<file path="config.mk">
export PLATFORM = sky130hd
export DESIGN_NAME = pcs_clock_status
export DESIGN_NICKNAME = d
export VERILOG_FILES = /design/src/core/pcs_pkg.sv /design/src/core/pcs_profile_counter.sv /design/src/core/pcs_clock_status.sv
export VERILOG_INCLUDE_DIRS = /design/src /design/src/core
export SDC_FILE = /design/constraint.sdc
export NUM_CORES = 1
export LEC_CHECK = 0
export ABC_AREA = 1
export BUFFER_PORTS_ARGS = -buffer_cell sky130_fd_sc_hd__buf_2
export CELL_PAD_IN_SITES_DETAIL_PLACEMENT = 0
export CELL_PAD_IN_SITES_GLOBAL_PLACEMENT = 1
export CORE_MARGIN = 3
export CORE_UTILIZATION = 47
export DETAILED_ROUTE_END_ITERATION = 12
export GPL_ROUTABILITY_DRIVEN = 0
export HOLD_SLACK_MARGIN = 0.08
export PLACE_DENSITY_LB_ADDON = 0.1
export SLEW_MARGIN = 20
export SYNTH_ARGS = -nofsm -noshare
export SYNTH_HDL_FRONTEND = slang
export SYNTH_SLANG_ARGS = --single-unit
</file>
<file path="constraint.sdc">
create_clock -name sys_clk -period 9.96 [get_ports sys_clk]
set_input_delay 0.498 -clock sys_clk [delete_from_list [all_inputs] [get_ports sys_clk]]
set_output_delay 0.498 -clock sys_clk [all_outputs]
set_load 0.005 [all_outputs]
</file>
<file path="src/core/pcs_defs.svh">
/*
 Offsets, field positions, reset values and timing counts for the clock
 status and profiling counter block. Included by the design files only.
*/
`ifndef PCS_DEFS_SVH
`define PCS_DEFS_SVH

// Register byte offsets
`define PCS_OFF_PLL0_PLL1_OBSERVE_CLOCK_ENABLE      8'h00
`define PCS_OFF_PLL1_PLL1_OBSERVE_CLOCK_ENABLE      8'h04
`define PCS_OFF_PLL0_PLL0_CLOCK_RUN_STATUS    8'h08
`define PCS_OFF_PLL1_PLL0_CLOCK_RUN_STATUS    8'h0C
`define PCS_OFF_PLL0_SYSSTAT   8'h10
`define PCS_OFF_PLL1_SYSSTAT   8'h14
`define PCS_OFF_PLL0_OSCILLATOR_DIVIDER_REGISTER    8'h18
`define PCS_OFF_PLL1_OSCILLATOR_DIVIDER_REGISTER    8'h1C
`define PCS_OFF_PLL0_DIVEN     8'h20
`define PCS_OFF_PLL1_DIVEN     8'h24
`define PCS_OFF_CNT_LOW        8'h28
`define PCS_OFF_CNT_HIGH       8'h2C

// Field positions
`define PCS_BIT_AUX_EN         0
`define PCS_BIT_OBS_EN         1
`define PCS_BIT_OD1_EN         15

// Reset values
`define PCS_RST_PLL0_AUX_EN    1'b1
`define PCS_RST_PLL0_OBS_EN    1'b1
`define PCS_RST_PLL1_OBS_EN    1'b0
`define PCS_RST_OD1_EN         1'b1
`define PCS_RST_DIV_EN         1'b1

// Divided system clock counts
`define PCS_PLL0_SYSCLKS       7
`define PCS_PLL1_SYSCLKS       3

// Counter prescale: one count per this many system clocks
`define PCS_CNT_PRESCALE       4

`endif

</file>
<file path="src/core/pcs_pkg.sv">
/*
 Types shared by the clock status block and its profiling counter.
 Assumes the defs header is compiled alongside.
*/
package pcs_pkg;

    // Register bus request bundle
    typedef struct packed {
        logic [7:0]  addr;   // Byte address
        logic [31:0] wdata;  // Write data
        logic        wr;     // Write strobe
        logic        rd;     // Read strobe
    } pcs_bus_req_t;

    // Profiling counter run state
    typedef enum logic {
        PCS_CNT_IDLE,
        PCS_CNT_RUN
    } pcs_cnt_state_t;

endpackage

</file>
<file path="src/core/pcs_profile_counter.sv">
/*
 Free-running 64-bit profiling counter with snapshot.
 Assumes start and snap are one-cycle pulses on the same clock and a
 synchronised reset.
*/
`timescale 1ns/1ps
`default_nettype none
`include "pcs_defs.svh"

module pcs_profile_counter #(
    parameter int WIDTH = 64                 // Counter width
) (
    input  wire logic             clk,       // System clock
    input  wire logic             rst_n,     // Synchronised reset, low active
    input  wire logic             start,     // Start pulse
    input  wire logic             snap,      // Snapshot pulse
    output var  logic [WIDTH-1:0] snapshot,  // Captured count
    output var  logic             running    // Counter started
);
    import pcs_pkg::*;

    localparam logic [1:0] PRESCALE_LAST = 2'(`PCS_CNT_PRESCALE - 1); // Last prescale step

    pcs_cnt_state_t   state;     // Run state
    logic [1:0]       prescale;  // Divide-by-four phase
    logic [WIDTH-1:0] count;     // Live count
    logic [WIDTH-1:0] held;      // Captured count between reads

    // Start once; no way back except reset
    always_ff @(posedge clk or negedge rst_n) begin
        if (!rst_n) begin
            state <= PCS_CNT_IDLE;
        end else begin
            unique case (state)
                PCS_CNT_IDLE: begin
                    if (start) begin
                        state <= PCS_CNT_RUN;
                    end
                end
                PCS_CNT_RUN: begin
                    state <= PCS_CNT_RUN;
                end
            endcase
        end
    end

    // Prescaler and count; wraps naturally at all ones
    always_ff @(posedge clk or negedge rst_n) begin
        if (!rst_n) begin
            prescale <= 2'h0;
            count    <= '0;
        end else if (state == PCS_CNT_RUN) begin
            if (prescale == PRESCALE_LAST) begin
                prescale <= 2'h0;
                count    <= count + 1'b1;
            end else begin
                prescale <= prescale + 2'h1;
            end
        end
    end

    // Capture both halves together so a low-then-high read pair matches
    always_ff @(posedge clk or negedge rst_n) begin
        if (!rst_n) begin
            held <= '0;
        end else if (snap) begin
            held <= count;
        end
    end

    // The strobe cycle already shows the count being captured, so the low
    // read returns the very value that the following high read completes
    assign snapshot = snap ? count : held;

    // Running flag for status
    always_ff @(posedge clk or negedge rst_n) begin
        if (!rst_n) begin
            running <= 1'b0;
        end else begin
            running <= (state == PCS_CNT_RUN);
        end
    end

endmodule
`default_nettype wire

</file>
<file path="src/core/pcs_clock_status.sv">
/*
 Clock gating status registers for two PLL controllers plus the profiling
 counter, on a plain strobe register port.
 Assumes a single-cycle strobe master on sys_clk and an async reset pin.

*/
`timescale 1ns/1ps
`default_nettype none
`include "pcs_defs.svh"

module pcs_clock_status #(
    parameter int N0 = `PCS_PLL0_SYSCLKS,        // First controller sysclk count
    parameter int N1 = `PCS_PLL1_SYSCLKS         // Second controller sysclk count
) (
    input  wire logic                  sys_clk,  // System clock, 50 MHz
    input  wire logic                  arst_n,   // Async reset, low active
    input  wire pcs_pkg::pcs_bus_req_t bus_req,  // Register request
    output var  logic [31:0]           rdata,    // Read data, cycle after strobe
    output var  logic                  pll0_observe_clock_on, // First observe clock gate
    output var  logic                  pll0_aux_clock_on,     // Auxiliary clock gate
    output var  logic                  pll1_observe_clock_on, // Second observe clock gate
    output var  logic [N0-1:0]         pll0_sysclk_on,        // First controller sysclk gates
    output var  logic [N1-1:0]         pll1_sysclk_on         // Second controller sysclk gates
);
    import pcs_pkg::*;

    logic          rst_sync1;          // Reset release stage one
    logic          rst_n;              // Synchronised reset
    logic          pll0_obs_en;        // First observe enable
    logic          pll0_aux_en;        // First aux enable
    logic          pll1_obs_en;        // Second observe enable
    logic          pll0_od1_en;        // First oscillator divider enable
    logic          pll1_od1_en;        // Second oscillator divider enable
    logic [N0-1:0] pll0_div_en;        // First sysclk divider enables
    logic [N1-1:0] pll1_div_en;        // Second sysclk divider enables
    logic [63:0]   snapshot;           // Counter snapshot
    logic          cnt_running;        // Counter started, unused in map
    logic          wr_hit_low;         // Write to counter low word
    logic          rd_hit_low;         // Read of counter low word
    logic [31:0]   next_rdata;         // Read mux result

    // Reset release through two flops; assertion stays asynchronous
    always_ff @(posedge sys_clk or negedge arst_n) begin
        if (!arst_n) begin
            rst_sync1 <= 1'b0;
            rst_n     <= 1'b0;
        end else begin
            rst_sync1 <= 1'b1;
            rst_n     <= rst_sync1;
        end
    end

    assign wr_hit_low = bus_req.wr && (bus_req.addr == `PCS_OFF_CNT_LOW);
    assign rd_hit_low = bus_req.rd && (bus_req.addr == `PCS_OFF_CNT_LOW);

    // Enable registers written by software
    always_ff @(posedge sys_clk or negedge rst_n) begin
        if (!rst_n) begin
            pll0_aux_en <= `PCS_RST_PLL0_AUX_EN;
            pll0_obs_en <= `PCS_RST_PLL0_OBS_EN;
            pll1_obs_en <= `PCS_RST_PLL1_OBS_EN;
            pll0_od1_en <= `PCS_RST_OD1_EN;
            pll1_od1_en <= `PCS_RST_OD1_EN;
            pll0_div_en <= {N0{`PCS_RST_DIV_EN}};
            pll1_div_en <= {N1{`PCS_RST_DIV_EN}};
        end else if (bus_req.wr) begin
            unique case (bus_req.addr)
                `PCS_OFF_PLL0_PLL1_OBSERVE_CLOCK_ENABLE: begin
                    pll0_aux_en <= bus_req.wdata[`PCS_BIT_AUX_EN];
                    pll0_obs_en <= bus_req.wdata[`PCS_BIT_OBS_EN];
                end
                `PCS_OFF_PLL1_PLL1_OBSERVE_CLOCK_ENABLE: begin
                    pll1_obs_en <= bus_req.wdata[`PCS_BIT_OBS_EN];
                end
                `PCS_OFF_PLL0_OSCILLATOR_DIVIDER_REGISTER: begin
                    pll0_od1_en <= bus_req.wdata[`PCS_BIT_OD1_EN];
                end
                `PCS_OFF_PLL1_OSCILLATOR_DIVIDER_REGISTER: begin
                    pll1_od1_en <= bus_req.wdata[`PCS_BIT_OD1_EN];
                end
                `PCS_OFF_PLL0_DIVEN: begin
                    pll0_div_en <= bus_req.wdata[N0-1:0];
                end
                `PCS_OFF_PLL1_DIVEN: begin
                    pll1_div_en <= bus_req.wdata[N1-1:0];
                end
                default: begin
                    // Status, counter and unmapped writes store nothing
                end
            endcase
        end
    end

    // Clock gate outputs; status bits read these so they show the real state
    always_ff @(posedge sys_clk or negedge rst_n) begin
        if (!rst_n) begin
            pll0_observe_clock_on <= 1'b0;
            pll0_aux_clock_on     <= 1'b0;
            pll1_observe_clock_on <= 1'b0;
            pll0_sysclk_on        <= '0;
            pll1_sysclk_on        <= '0;
        end else begin
            pll0_observe_clock_on <= pll0_obs_en & pll0_od1_en;
            pll0_aux_clock_on     <= pll0_aux_en;
            pll1_observe_clock_on <= pll1_obs_en & pll1_od1_en;
            pll0_sysclk_on        <= pll0_div_en;
            pll1_sysclk_on        <= pll1_div_en;
        end
    end

    // Read mux; reserved bits are zero
    always_comb begin
        next_rdata = 32'h0;
        unique case (bus_req.addr)
            `PCS_OFF_PLL0_PLL1_OBSERVE_CLOCK_ENABLE: begin
                next_rdata[`PCS_BIT_AUX_EN] = pll0_aux_en;
                next_rdata[`PCS_BIT_OBS_EN] = pll0_obs_en;
            end
            `PCS_OFF_PLL1_PLL1_OBSERVE_CLOCK_ENABLE: begin
                next_rdata[`PCS_BIT_OBS_EN] = pll1_obs_en;
            end
            `PCS_OFF_PLL0_PLL0_CLOCK_RUN_STATUS: begin
                next_rdata[`PCS_BIT_AUX_EN] = pll0_aux_clock_on;
                next_rdata[`PCS_BIT_OBS_EN] = pll0_observe_clock_on;
            end
            `PCS_OFF_PLL1_PLL0_CLOCK_RUN_STATUS: begin
                next_rdata[`PCS_BIT_OBS_EN] = pll1_observe_clock_on;
            end
            `PCS_OFF_PLL0_SYSSTAT: begin
                next_rdata[N0-1:0] = pll0_sysclk_on;
            end
            `PCS_OFF_PLL1_SYSSTAT: begin
                next_rdata[N1-1:0] = pll1_sysclk_on;
            end
            `PCS_OFF_PLL0_OSCILLATOR_DIVIDER_REGISTER: begin
                next_rdata[`PCS_BIT_OD1_EN] = pll0_od1_en;
            end
            `PCS_OFF_PLL1_OSCILLATOR_DIVIDER_REGISTER: begin
                next_rdata[`PCS_BIT_OD1_EN] = pll1_od1_en;
            end
            `PCS_OFF_PLL0_DIVEN: begin
                next_rdata[N0-1:0] = pll0_div_en;
            end
            `PCS_OFF_PLL1_DIVEN: begin
                next_rdata[N1-1:0] = pll1_div_en;
            end
            `PCS_OFF_CNT_LOW: begin
                // Low read returns the count captured by this same strobe
                next_rdata = snapshot[31:0];
            end
            `PCS_OFF_CNT_HIGH: begin
                next_rdata = snapshot[63:32];
            end
            default: begin
                next_rdata = 32'h0;
            end
        endcase
    end

    // Read data stands only in the cycle after the strobe
    always_ff @(posedge sys_clk or negedge rst_n) begin
        if (!rst_n) begin
            rdata <= 32'h0;
        end else if (bus_req.rd) begin
            rdata <= next_rdata;
        end else begin
            rdata <= 32'h0;
        end
    end

    // Snapshot path shows the live count during the low read strobe and the
    // held copy afterwards, so both words of one read pair agree
    pcs_profile_counter #(
        .WIDTH (64)
    ) u_counter (
        .clk      (sys_clk),
        .rst_n    (rst_n),
        .start    (wr_hit_low),
        .snap     (rd_hit_low),
        .snapshot (snapshot),
        .running  (cnt_running)
    );

endmodule
`default_nettype wire

</file>
==> results of run 1 <==
routing by layer:
layer	track usage, %	up-vias	wire length [um]
li1	-	3220	-
met2	33.5	149	9370
met4	4.73	0	282
met1	34.7	3059	10400
met5	0	-	0
met3	4.90	24	1060
cell usage after synthesis, types with 2 or more instances:
| master | number | area (sq um) |
|---|---|---|
| xnor2_1 | 2 | 17.5 |
| nand2_2 | 11 | 68.8 |
| dfstp_2 | 14 | 368 |
| a21oi_1 | 2 | 10.0 |
| buf_6 | 4 | 45.0 |
| o21ai_1 | 31 | 155 |
| inv_2 | 7 | 26.3 |
| nor2_2 | 11 | 68.8 |
| nand4_1 | 23 | 144 |
| nor3_2 | 6 | 60.1 |
| or2_1 | 2 | 12.5 |
| nor2_1 | 79 | 297 |
| buf_1 | 3 | 11.3 |
| o211ai_1 | 6 | 45.0 |
| ha_1 | 2 | 25.0 |
| and2_1 | 2 | 12.5 |
| nor2_4 | 7 | 78.8 |
| nand3_1 | 93 | 465 |
| nand2_1 | 220 | 826 |
| nor3_1 | 23 | 115 |
| clkbuf_1 | 5 | 18.8 |
| mux2_2 | 6 | 67.6 |
| o21ai_0 | 30 | 150 |
| nand3_2 | 4 | 40.0 |
| o21a_1 | 14 | 105 |
| xor2_1 | 44 | 385 |
| inv_1 | 149 | 559 |
| buf_2 | 7 | 35.0 |
| nand3b_1 | 7 | 52.6 |
| dfrtp_1 | 155 | 3880 |
kinds of logic after synthesis:
family / after synthesis
other: 1
adders and majority gates: 2
buffers and inverters: 176
AOI/OAI and AO/OA: 84
DFF: 169
muxes: 6
and+or+nand+nor: 491
xor gates and xnor gates: 46
cell usage in the layout (no fill, tap or decap), types with 17 or more instances in the layout:
cell / n
buf_2: 64
clkbuf_16: 17
dfrtp_1: 154
inv_1: 149
nand2_1: 220
nand3_1: 93
nand4_1: 23
nor2_1: 78
nor3_1: 23
o21ai_0: 30
o21ai_1: 31
xor2_1: 44
layout make-up:
class | instances | area share (%)
inverters | 156 | 6.28
clock inverters | 10 | 1.54
flip-flops and latches | 169 | 45.6
clock buffers | 22 | 4.76
well taps | 220 | 2.95
repair buffers | 69 | 3.86
multi-input cells | 630 | 35.0
final timing paths:
path | from | endpoint | slack [ns] | cells after the start
max | bus_req[0] | rdata[0]$_DFF_PN0_ | 7.52 | 7
min | bus_req[8] | pll0_div_en[6]$_DFFE_PN1P_ | 0.31 | 2
max reg2reg | u_counter.prescale[0]$_DFFE_PN0P_ | u_counter.count[55]$_DFFE_PN0P_ | 7.98 | 8
min reg2reg | rst_sync1$_DFF_PN0_ | rst_n$_DFF_PN0_ | 0.36 | 0
max in group asynchronous | rst_n$_DFF_PN0_ | u_counter.held[2]$_DFF_PN0_ | 8.34 | 1
min in group asynchronous | arst_n | rst_n$_DFF_PN0_ | 0.39 | 2
state kept, by name (all words and copies together) (netlist names), 2 cells and up:
name and cells:
pll0_div_en 7, pll0_sysclk_on 7, pll1_div_en 3, pll1_sysclk_on 3, rdata 32, u_counter.count 64, u_counter.held 40, u_counter.prescale 2
power groups by stage:
stage               Combinational (uW)  Sequential, uW  Clock [uW]
floorplan                         38.6             745           0
global placement                  63.9             743           0
detailed placement                65.5             743           0
CTS                               66.1             731         685
global route                      75.2             735         713
finish                            64.6             730         670
per-stage QoR:
step / hold WS [ns] / total power, uW
floorplan: 0.202 / 783
global placement: 0.283 / 807
detailed placement: 0.285 / 808
CTS: 0.292 / 1480
global route: 0.302 / 1520
finish: 0.307 / 1470
==> impl_summary.md, run 1 <==
Global route
The via count of the first global-routing pass is 6271. The number of antenna violations at the first check in global routing is 0. The combined global-route utilization of all metal layers is 22.7%. The pin count of the biggest net entering global routing is 63. The global route total overflow is 0.

The first-pass GRT wire length is 34300 um.

Synthesis
The number of instances in the synthesized netlist is 975. The share of the Yosys chip area taken by registers is 51.7%. Among all flip-flop cells after synthesis, the most frequent one is dfrtp_1. The average size of a mapped cell is 8.42 sq um. Counting distinct cell types in the post-synthesis netlist gives 36.

The Yosys step of the flow raised 0 warnings. Summing every instance area after synthesis gives 0.00821 sq mm. The synthesized-area fraction occupied by adder cells is 0.305%.

After synthesis, the largest family of logic cells by area is simple AND/OR/NAND/NOR gates. Summing the areas of all and, or, nand and nor instances in the mapped netlist gives 27.8% of the synthesized area. Summing the areas of all compound-gate instances in the mapped netlist gives 5.76% of the synthesized area.

The post-synthesis xor/xnor area fraction is 4.91%. The async set-reset flop share out of synthesis is 100%. The register bit total from synthesis is 169. Multiplexer cells account for 0.823% of the synthesized area. The number of nets in the synthesized netlist is 1021. The count of flip-flops with a built-in enable after synthesis is 0.

STA
The max-slew violation count was 0. The count of endpoints failing hold in the final timing report is 0. The worst setup slack after layout is 7.52 ns. The minimum clock period is 2.44 ns.

The final setup skew is 0.00782 ns. Headroom to the max-slew limit came out at 42.8%. The transition time at the pin with the least slew margin is 0.858 ns. The sum of negative setup slack is 0 ns. After layout, the worst path uses 24.5% of the clock period. Setup violations remaining at the end of the flow were counted as 0. For this run, the top clock speed supported by timing is 0.410 GHz. Setup repair after global routing left no endpoint under its margin.

Floorplanning
The row count is 47. The core region is 0.0168 sq mm. The overall die area is 0.0191 sq mm.

The initial cell density of the core is 48.8%. The number of primary I/O pins is 89. The die boundary width is 138 um. The floorplan step set the die height to 138 um.

Clock tree
The clock transition at the registers of the reported paths is 0.07 ns. The count of hold-fix buffers inserted at cts is 1. The deepest level of the CTS H-tree is 4. Once the clock tree was built, the setup fixing pass inserted 0 buffers. Counting every sink on the clock net gives 169. The largest buffer count on any clock path is 2. TritonCTS built the clock tree. TritonCTS created 17 clock buffers.

The clock latency at the later pin of the worst-skew pair is 0.42 ns. After clock tree synthesis, the repair step resized 0 gates. The tree is rooted in a clkbuf_16.

Worst setup path
Together, buffers and inverters on the worst path number 2. The data required time of the critical path is 10.26 ns. The signal on the critical path passes through buf_2, nand3_4, buf_4, o21ai_0, nor2_1, nor2_1, nor2_1. On the worst path, the slowest cell contributes a delay of 0.64 ns.

The cell type with the highest occurrence count on the critical path is nor2_1. STA classifies the critical path startpoint as an input pin. By startpoint and endpoint, the worst setup path is classified as in -> reg. The slowest stage of the critical path is the buf_2 cell. The kind of cell with the highest combined delay on the critical path is buffers and inverters. For the worst setup path, the data arrival time is 2.74 ns. The endpoint class of the critical path is a flop. The peak fanout along the critical path is 62.

Power and ir drop
The highest ir drop seen on vdd is 0.000118 V. The sequential power share is 49.8%. The switching part of the total is 22.9%. In this run, the clock network consumes 45.7% of the power. In this run, the combinational gates consume 4.4% of the power.

The internal power is 1130 uW. The power per cell area is 157 mW/mm^2. In this run the power spent charging and discharging nets is 335 uW. Summed over all cells, the static leakage comes to 0.00475 uW.

Status
The flow ran to the end, and the final reports show no timing, DRC or antenna violations.

Cells and area
The share of the core filled with cells in the final layout is 55.4%. The number of diodes is 0. The combined area of the multi-input logic cells is 0.00327 sq mm.

The fraction of layout cells with a size suffix above 1 is 15.7%. The layout overhead on the synthesized area is 13.6%. The area occupied by registers is 0.00425 sq mm.

The final cell count without fillers is 1276. The count of nets after finishing is 1089. The fill cell total of the finished layout is 1638. The final non-filler cell area is 0.00933 sq mm.

Route
In this run the remaining antenna-violating nets after routing total 0. The detailed-route DRC error count is 0. The detailed router placed 6452 vias in this run. The final layout contains routed wiring with a total length of 21100 um.

After the first detailed-routing iteration, the DRC count stood at 496. The first-pass iteration count of the detailed router is 9. In the final routed layout, each cell accounts on average for 16.5 um.

After detailed routing, the number of vias per cell comes to 5.06.

Place
The placed instance area is 0.00872 sq mm. The post-placement cell count is 1243. Detailed placement finished with a half-perimeter wire length of 15500 um. The worst slack after detailed placement is 7.11 ns. In this run the tool buffered the top-level ports with 64 buffer cells.

Job
The max-cap violation count is 0.

Hold path
The class of the worst hold path is in -> reg.
No activity file was read; power rests on OpenSTA's default activity.
==> run 2, diff against run 1 <==
--- a/config.mk
+++ b/config.mk
@@ -6,7 +6,7 @@
 export SDC_FILE = /design/constraint.sdc
 export NUM_CORES = 1
 export LEC_CHECK = 0
-export ABC_AREA = 1
+export ABC_AREA = 0
 export BUFFER_PORTS_ARGS = -buffer_cell sky130_fd_sc_hd__buf_2
 export CELL_PAD_IN_SITES_DETAIL_PLACEMENT = 0
 export CELL_PAD_IN_SITES_GLOBAL_PLACEMENT = 1
==> constraint.sdc (replaced) <==
create_clock -name sys_clk -period 2.4 [get_ports sys_clk]
set_input_delay 0.12 -clock sys_clk [delete_from_list [all_inputs] [get_ports sys_clk]]
set_output_delay 0.12 -clock sys_clk [all_outputs]
set_load 0.005 [all_outputs]
==> run 2 against run 1 <==
Total power rose to 4.1 times the previous value. Critical path type is now reg -> reg. Critical endpoint is now u_counter.count[54]$_DFFE_PN0P_. Synthesized cell count shrank 40%. Synthesized area shrank 11%. Die area shrank 10%. Via count decreased by 27%. Sequential cell count decreased by 1. Clock power grew to 4.2 times the previous value. Worst setup slack got worse by 7.3 ns. Routed wire length down 27%. Non-clock buffer count rose by 23. Cell count decreased by 32%. Clock skew about the same.
==> impl_summary.md, run 2 <==
Floorplanning
The floorplan step set the die height to 131 um. The floorplan has 45 rows. The number of primary I/O pins is 89.

The placeable core region is 0.0152 sq mm. The overall die area is 0.0171 sq mm. Measured along the x axis, the die boundary spans 131 um.

The initial utilization of the core area, before any placement, comes to 48.2%.

Cells and area
The final cell count without fillers is 869. For this run, the post-layout net count is 714. The number of diodes is 0.

The area growth from synthesis to layout is 17.3%. In the final layout, the registers with the most flip-flops are u_counter.count x64, u_counter.held x39, rdata x32. The flip-flop count of the largest register after layout is 64.

The commonest non-fill, non-tap cell in the layout is dfrtp_1. The share of the core filled with cells in the final layout is 56.5%. The top cell types in the final layout, fill and taps aside, are dfrtp_1 (153), buf_2 (64), mux2_2 (58). Cells with a size suffix above 1 make up 30.2% of the layout. More flip-flops sit in one register than any other, and that register is u_counter.count.

Synthesis
Synthesis produced a netlist whose cell count is 585. The commonest cells after synthesis are dfrtp_1 (154), mux2_2 (58), nand2_1 (43). The most frequently used flop master after synthesis is dfrtp_1.

The average size of a mapped cell is 12.5 sq um. The count of flip-flops with a built-in enable after synthesis is 0. Summed over its instances, the top area cell type makes up 52.6% of the synthesized netlist area. The sequential share of the synthesized area is 57.6%.

The netlist area before placement is 0.00733 sq mm. The top cell type by total area after synthesis is dfrtp_1. The number of nets produced by synthesis is 631. Ranked by total cell area, the synthesized netlist is headed by dfrtp_1 (53%), mux2_2 (8.9%), dfstp_2 (5.0%), xor2_1 (3.8%), xnor2_1 (3.7%). Counting flops with an async set or reset pin after synthesis yields a share of 100%.

The most common cell in the netlist is dfrtp_1. Counting flops and latches in the post-synthesis netlist gives 168. For this run, the number of Yosys warnings is 0.

Synthesis instantiated 55 different standard cells from the library.

Route
Dividing the detail-routed wire length by the instance count gives 17.7 um. The remaining antenna violation count is 0. Across all layers, the routed design uses 4703 vias. After detailed routing, the number of vias per cell comes to 5.41. The initial DRC count is 189. The pre-antenna-repair detailed-routing pass consisted of 4 iterations. The wire length reported by the detailed router is 15400 um. The detailed-route DRC error count is 0.

Clock tree
CTS saw 168 sinks. The total clock buffers created by CTS is 17. The later pin in the worst-skew pair is clocked with a latency of 0.42 ns. The cell sitting at the root of the clock tree is a clkbuf_16.

Clock-pin slew was measured on the worst setup and hold paths at 0.06 ns. The clock passes through at most 2 buffers. TritonCTS built the clock tree.

The H-tree generated during clock tree synthesis spans 4 levels.

STA
The post-route worst hold slack is 0.113 ns. The max-slew violation count is 0. The worst setup slack after layout is 0.220 ns. The final setup skew is 0.00813 ns.

The achievable clock frequency is 0.459 GHz. After layout, the minimum clock period comes to 2.18 ns. After layout, the worst path uses 90.8% of the clock period. The count of endpoints failing hold in the final timing report was 0. Setup violations remaining at the end of the flow were counted as 0. For the pin with the worst max-slew slack, the measured transition is 0.540 ns. Setup repair after global routing left no endpoint under its margin. The sum of negative setup slack is 0 ns. The relative max-transition margin is 64.0%.

Global route
The number of antenna violations at the first check in global routing was 0. After global routing the overflow that remains totals 0. The via count of the first global-routing pass was 4929.

The first-pass GRT wire length is 25500 um. Entering global routing, the biggest net connects 54 pins. Global routing used 19.4% of the available tracks.

Worst setup path
The cell with the biggest individual delay on the critical path is nor4_2. The endpoint arrival time on the critical path is 2.53 ns. The start-to-end type of the worst setup path is reg -> reg. Along the worst path, the maximum fanout reaches 8.

The most numerous cell type found on the critical path is nand4_2. On the worst path, the slowest cell contributes a delay of 0.47 ns. Walking the worst path, the cells encountered are ha_1, nand4_2, nor4_2, nand4_2, nor3_1, xor2_1.

The type of origin of the critical path is a flop. Data on the critical path is required at its endpoint by 2.75 ns. The worst setup path is captured at a flop.

Place
In this run, placement finished with an instance count of 825. The number of buffer cells added on primary ports is 64. The wire-length estimate of the detail-placed layout is 11000 um. OpenSTA, run right after detailed placement, puts the worst setup slack at 0.232 ns.

Hold path
The worst hold path belongs to the class in -> reg.

Status
The run finished with clean final reports.

Power and ir drop
Power spread over the standard cell area amounts to 700 mW/mm^2. For this design the static power due to leakage is 0.00427 uW. VDD sags by at most 0.000533 V.

Job
The max-cap violation count is 0.
==> run 2: where the power goes <==
group | switching (uW) | leakage, uW | internal [uW]
sequential | 61.6 | 0.00223 | 2900
clock | 1110 | 0.000282 | 1690
combinational | 135 | 0.00175 | 116
==> run 2: area by class of cell <==
type                    instances  area, sq um
clock buffers                  21          460
clock inverters                11          146
fillers                      1292         6610
inverters                      12         45.0
multi-input cells             377         2900
flip-flops and latches        168         4230
well taps                     188          235
repair buffers                 92          586
==> run 2: path summary, 6_finish.rpt <==
check	start	to	slack, ns	cells past startpoint
worst max-delay path	u_counter.count[0]$_DFFE_PN0P_	u_counter.count[54]$_DFFE_PN0P_	0.22	6
worst min-delay path	bus_req[34]	rdata[0]$_DFF_PN0_	0.11	4
worst max register to register	u_counter.count[0]$_DFFE_PN0P_	u_counter.count[54]$_DFFE_PN0P_	0.22	6
worst min register to register	rst_n$_DFF_PN0_	u_counter.count[63]$_DFFE_PN0P_	0.31	0
max in group asynchronous	rst_n$_DFF_PN0_	pll0_od1_en$_DFFE_PN1P_	1.33	1
min in group asynchronous	rst_n$_DFF_PN0_	u_counter.count[63]$_DFFE_PN0P_	0.31	0
==> run 2: logic make-up after synthesis <==
kind of cell / count (synthesis) / synth area share, %
DFF: 168 / 57.6
muxes: 69 / 10.6
adders and majority gates: 2 / 0.341
AOI/OAI and AO/OA: 54 / 5.52
buffers and inverters: 40 / 2.83
xor gates and xnor gates: 63 / 7.53
other: 1 / 0.0512
and+or+nand+nor: 188 / 15.5
==> run 2: metal layers <==
layer | part of all wire [%] | global-route usage, % | vias to the layer above
met3 | 3.4 | 4.92 | 9
li1 | - | - | 2228
met5 | 0 | 0 | -
met4 | 1.1 | 6.29 | 0
met2 | 50 | 32.1 | 72
met1 | 46 | 25.2 | 2394
==> run 2: what timing repair did <==
item | CTS | global route
endpoints found under the hold margin | 19 | 0
gates resized for setup | 0 | 0
hold buffers | 12 | 0
buffers inserted | 0 | 0
==> run 2: worst max-delay path: cells and delay by family (launching register included) <==
kind          cells  cell delay, ns
simple gates      4            1.29
flops             1            0.42
fa+ha+maj         1            0.24
xor+xnor          1            0.16
==> run 2: per-stage QoR <==
stage | total power, uW | cell area, sq um
floorplan | 3160 | 7330
global placement | 3240 | 7870
detailed placement | 3260 | 7870
CTS | 6090 | 8600
global route | 6250 | 8600
finish | 6020 | 8600
==> run 3, diff against run 2 <==
--- a/config.mk
+++ b/config.mk
@@ -15,7 +15,8 @@
 export DETAILED_ROUTE_END_ITERATION = 12
 export GPL_ROUTABILITY_DRIVEN = 0
 export HOLD_SLACK_MARGIN = 0.08
-export PLACE_DENSITY_LB_ADDON = 0.1
+export PLACE_DENSITY = 0.81
+export REMOVE_ABC_BUFFERS = 1
 export SLEW_MARGIN = 20
 export SYNTH_ARGS = -nofsm -noshare
 export SYNTH_HDL_FRONTEND = slang
==> run 3 against run 2 <==
Count of clock-buffer cells in the layout rose by 1. Final area is 0.47% lower. Routed wire length fell by 4.2%. Sequential power hardly changed. Via count is essentially flat. Register-to-register slack about the same. Core utilization is 0.26 points lower. Die area is the same. Global-route usage is 1.2 points lower. Sequential share of layout area up 0.23 points. Critical path depth is the same.
==> impl_summary.md, run 3 (synthesized netlist as in run 2, its figures left out) <==
Status
The run finished with clean final reports.

Route
The per-cell via count in the routed design is 5.45. After detailed routing, the number of remaining DRC violations is 0. The initial DRC count is 241.

The remaining antenna violation count is 0. The vias after detailed routing is 4707. The wire length per cell after detailed routing is 17.1 um. For this block, the routed nets add up to 14800 um of wire. The first-pass iteration count of the detailed router is 5.

Floorplanning
The die is 131 um wide. The placeable core region is 0.0152 sq mm. For this configuration, the core starts out at a cell density of 48.2%. The number of primary I/O pins is 89. The overall die area is 0.0171 sq mm. The floorplan has 45 rows. The vertical die dimension is 131 um.

Worst setup path
The data required time of the critical path is 2.75 ns. The worst setup path is launched from a flop. Of all nets on the critical path, the largest fanout is 8. The endpoint class of the critical path is a flop. Data on the critical path arrives at its endpoint at 2.51 ns.

The start-to-end type of the worst setup path is reg -> reg.

Cells and area
The fraction of layout cells with a size suffix above 1 is 29.4%. The count of nets after finishing is 711. The top cell types in the final layout, fill and taps aside, are dfrtp_1 (153), buf_2 (64), mux2_2 (58). The commonest non-fill, non-tap cell in the layout is dfrtp_1. The share of the core filled with cells in the final layout is 56.3%. 0 antenna diodes ended up in the layout. More flip-flops sit in one register than any other, and that register is u_counter.count. The register with the most flip-flops in the layout has 64 of them. Compared with the post-synthesis result, the final layout area differs by 16.8%. The largest registers in the layout are u_counter.count x64, u_counter.held x39, rdata x32.

Power and ir drop
The power per cell area is 695 mW/mm^2. The proportion of power drawn by the clock network is 45.9%. The design draws 5950 uW.

The combinational power share is 4.1%. The highest ir drop seen on vdd is 0.000491 V. Summed over all cells, the static leakage comes to 0.00425 uW. The switching power total is 1250 uW.

Of the total power, the share spent switching nets is 21.0%. The sequential power share is 49.9%. The internal power is 4700 uW.

Clock tree
The clock reaches the later pin of the worst-skew pair after 0.42 ns. The count of cells resized by post-cts repair is 0. TritonCTS built the clock tree. The total number of clock tree sinks is 168.

Clock tree synthesis inserted a total of 17 buffers. In this run, post-CTS hold repair placed 13 buffers. The count of buffers added by post-CTS timing repair for setup is 0.

After clock tree synthesis, the clock-pin slew on the worst setup and hold paths is 0.06 ns. The H-tree generated during clock tree synthesis spans 4 levels. The library cell used as clock root buffer is clkbuf_16. Counting along the longest clock path gives a buffer depth of 2.

Global route
For this run the aggregate overflow at the end of global routing stands at 0. Entering global routing, the biggest net connects 70 pins. The via count of the first global-routing pass was 4752. In the global route stage, overall resource usage came out at 18.2%. The first-pass GRT wire length is 24400 um. The number of antenna violations at the first check in global routing is 0.

Job
The max-cap violation count is 0.

STA
The achievable clock frequency is 0.461 GHz. The final setup skew is 0.00947 ns. The max-slew violation count is 0. The count of endpoints failing hold in the final timing report is 0. Setup repair after global routing left no endpoint under its margin. The worst pin sits at a relative slew slack of 63.0%. The transition time at the pin with the least slew margin is 0.555 ns. The smallest clock period supported by the final layout is computed as 2.17 ns. Setup violations remaining at the end of the flow were counted as 0. The portion of the clock cycle consumed by the worst path in the final layout is 90.3%.

Place
The sum of net half-perimeters after detailed placement is 10300 um. Input and output buffers added on the ports amount to 64.

Hold path
The class of the worst hold path is in -> reg.
[run 3: changes by cell type in the layout (fill, tap and decap cells not counted), sizes merged]
cell         change
clkinvlp         -2
inv              -1
dlygate4sd3      +1
clkbuf           +1
buf              -4
[run 3: path summary, 6_finish.rpt]
check / startpoint / slack (ns) / to / cells past startpoint
worst min-delay path: bus_req[0] / 0.10 / rdata[15]$_DFF_PN0_ / 3
worst max register to register: u_counter.count[0]$_DFFE_PN0P_ / 0.23 / u_counter.count[54]$_DFFE_PN0P_ / 6
worst max-delay path: u_counter.count[0]$_DFFE_PN0P_ / 0.23 / u_counter.count[54]$_DFFE_PN0P_ / 6
max in group asynchronous: rst_n$_DFF_PN0_ / 1.32 / u_counter.count[21]$_DFFE_PN0P_ / 1
min in group asynchronous: rst_n$_DFF_PN0_ / 0.32 / u_counter.held[6]$_DFF_PN0_ / 0
worst min register to register: rst_n$_DFF_PN0_ / 0.32 / u_counter.held[6]$_DFF_PN0_ / 0
[run 3: metrics by stage]
step,hold WS [ns],setup WS (ns),TNS (ns),instances,cell area (sq um)
4_1_cts,0.0831,0.204,0,864,8560
2_1_floorplan,-0.176,-2.60,-413.82,557,7160
6_report,0.101,0.233,0,864,8560
5_1_grt,0.131,0.0321,0,864,8560
3_5_place_dp,-0.0923,0.206,0,821,7840
3_3_place_gp,-0.0958,0.274,0,821,7840
[run 3: worst max-delay path, stage by stage, from the launching register on]
cell and delay [ns]:
dfrtp_1 0.43, ha_1 0.24, nand4_2 0.19, nor4_2 0.44, nand4_2 0.36, nor3_1 0.29
xor2_1 0.16
[run 3: layer usage]
| layer | vias up | track usage, % | wire, um |
|---|---|---|---|
| li1 | 2221 | - | - |
| met1 | 2397 | 25.9 | 7030 |
| met2 | 72 | 28.7 | 7110 |
| met3 | 17 | 3.70 | 448 |
| met4 | 0 | 5.20 | 168 |
| met5 | - | 0 | 0 |
[run 3: cell type report]
type | instances | area, sq um
multi-input cells | 377 | 2900
repair buffers | 89 | 566
fillers | 1248 | 6650
clock inverters | 8 | 123
clock buffers | 22 | 464
flip-flops and latches | 168 | 4230
well taps | 188 | 235
inverters | 12 | 45.0
[run 3: power by group through the flow]
| stage | Clock (uW) | Combinational, uW | Sequential [uW] |
|---|---|---|---|
| after CTS | 2780 | 253 | 2970 |
| final | 2730 | 246 | 2970 |
| after global routing | 2900 | 280 | 2980 |
| after global placement | 0 | 226 | 3010 |
| after floorplan | 0 | 108 | 3030 |
| after detailed placement | 0 | 236 | 3020 |
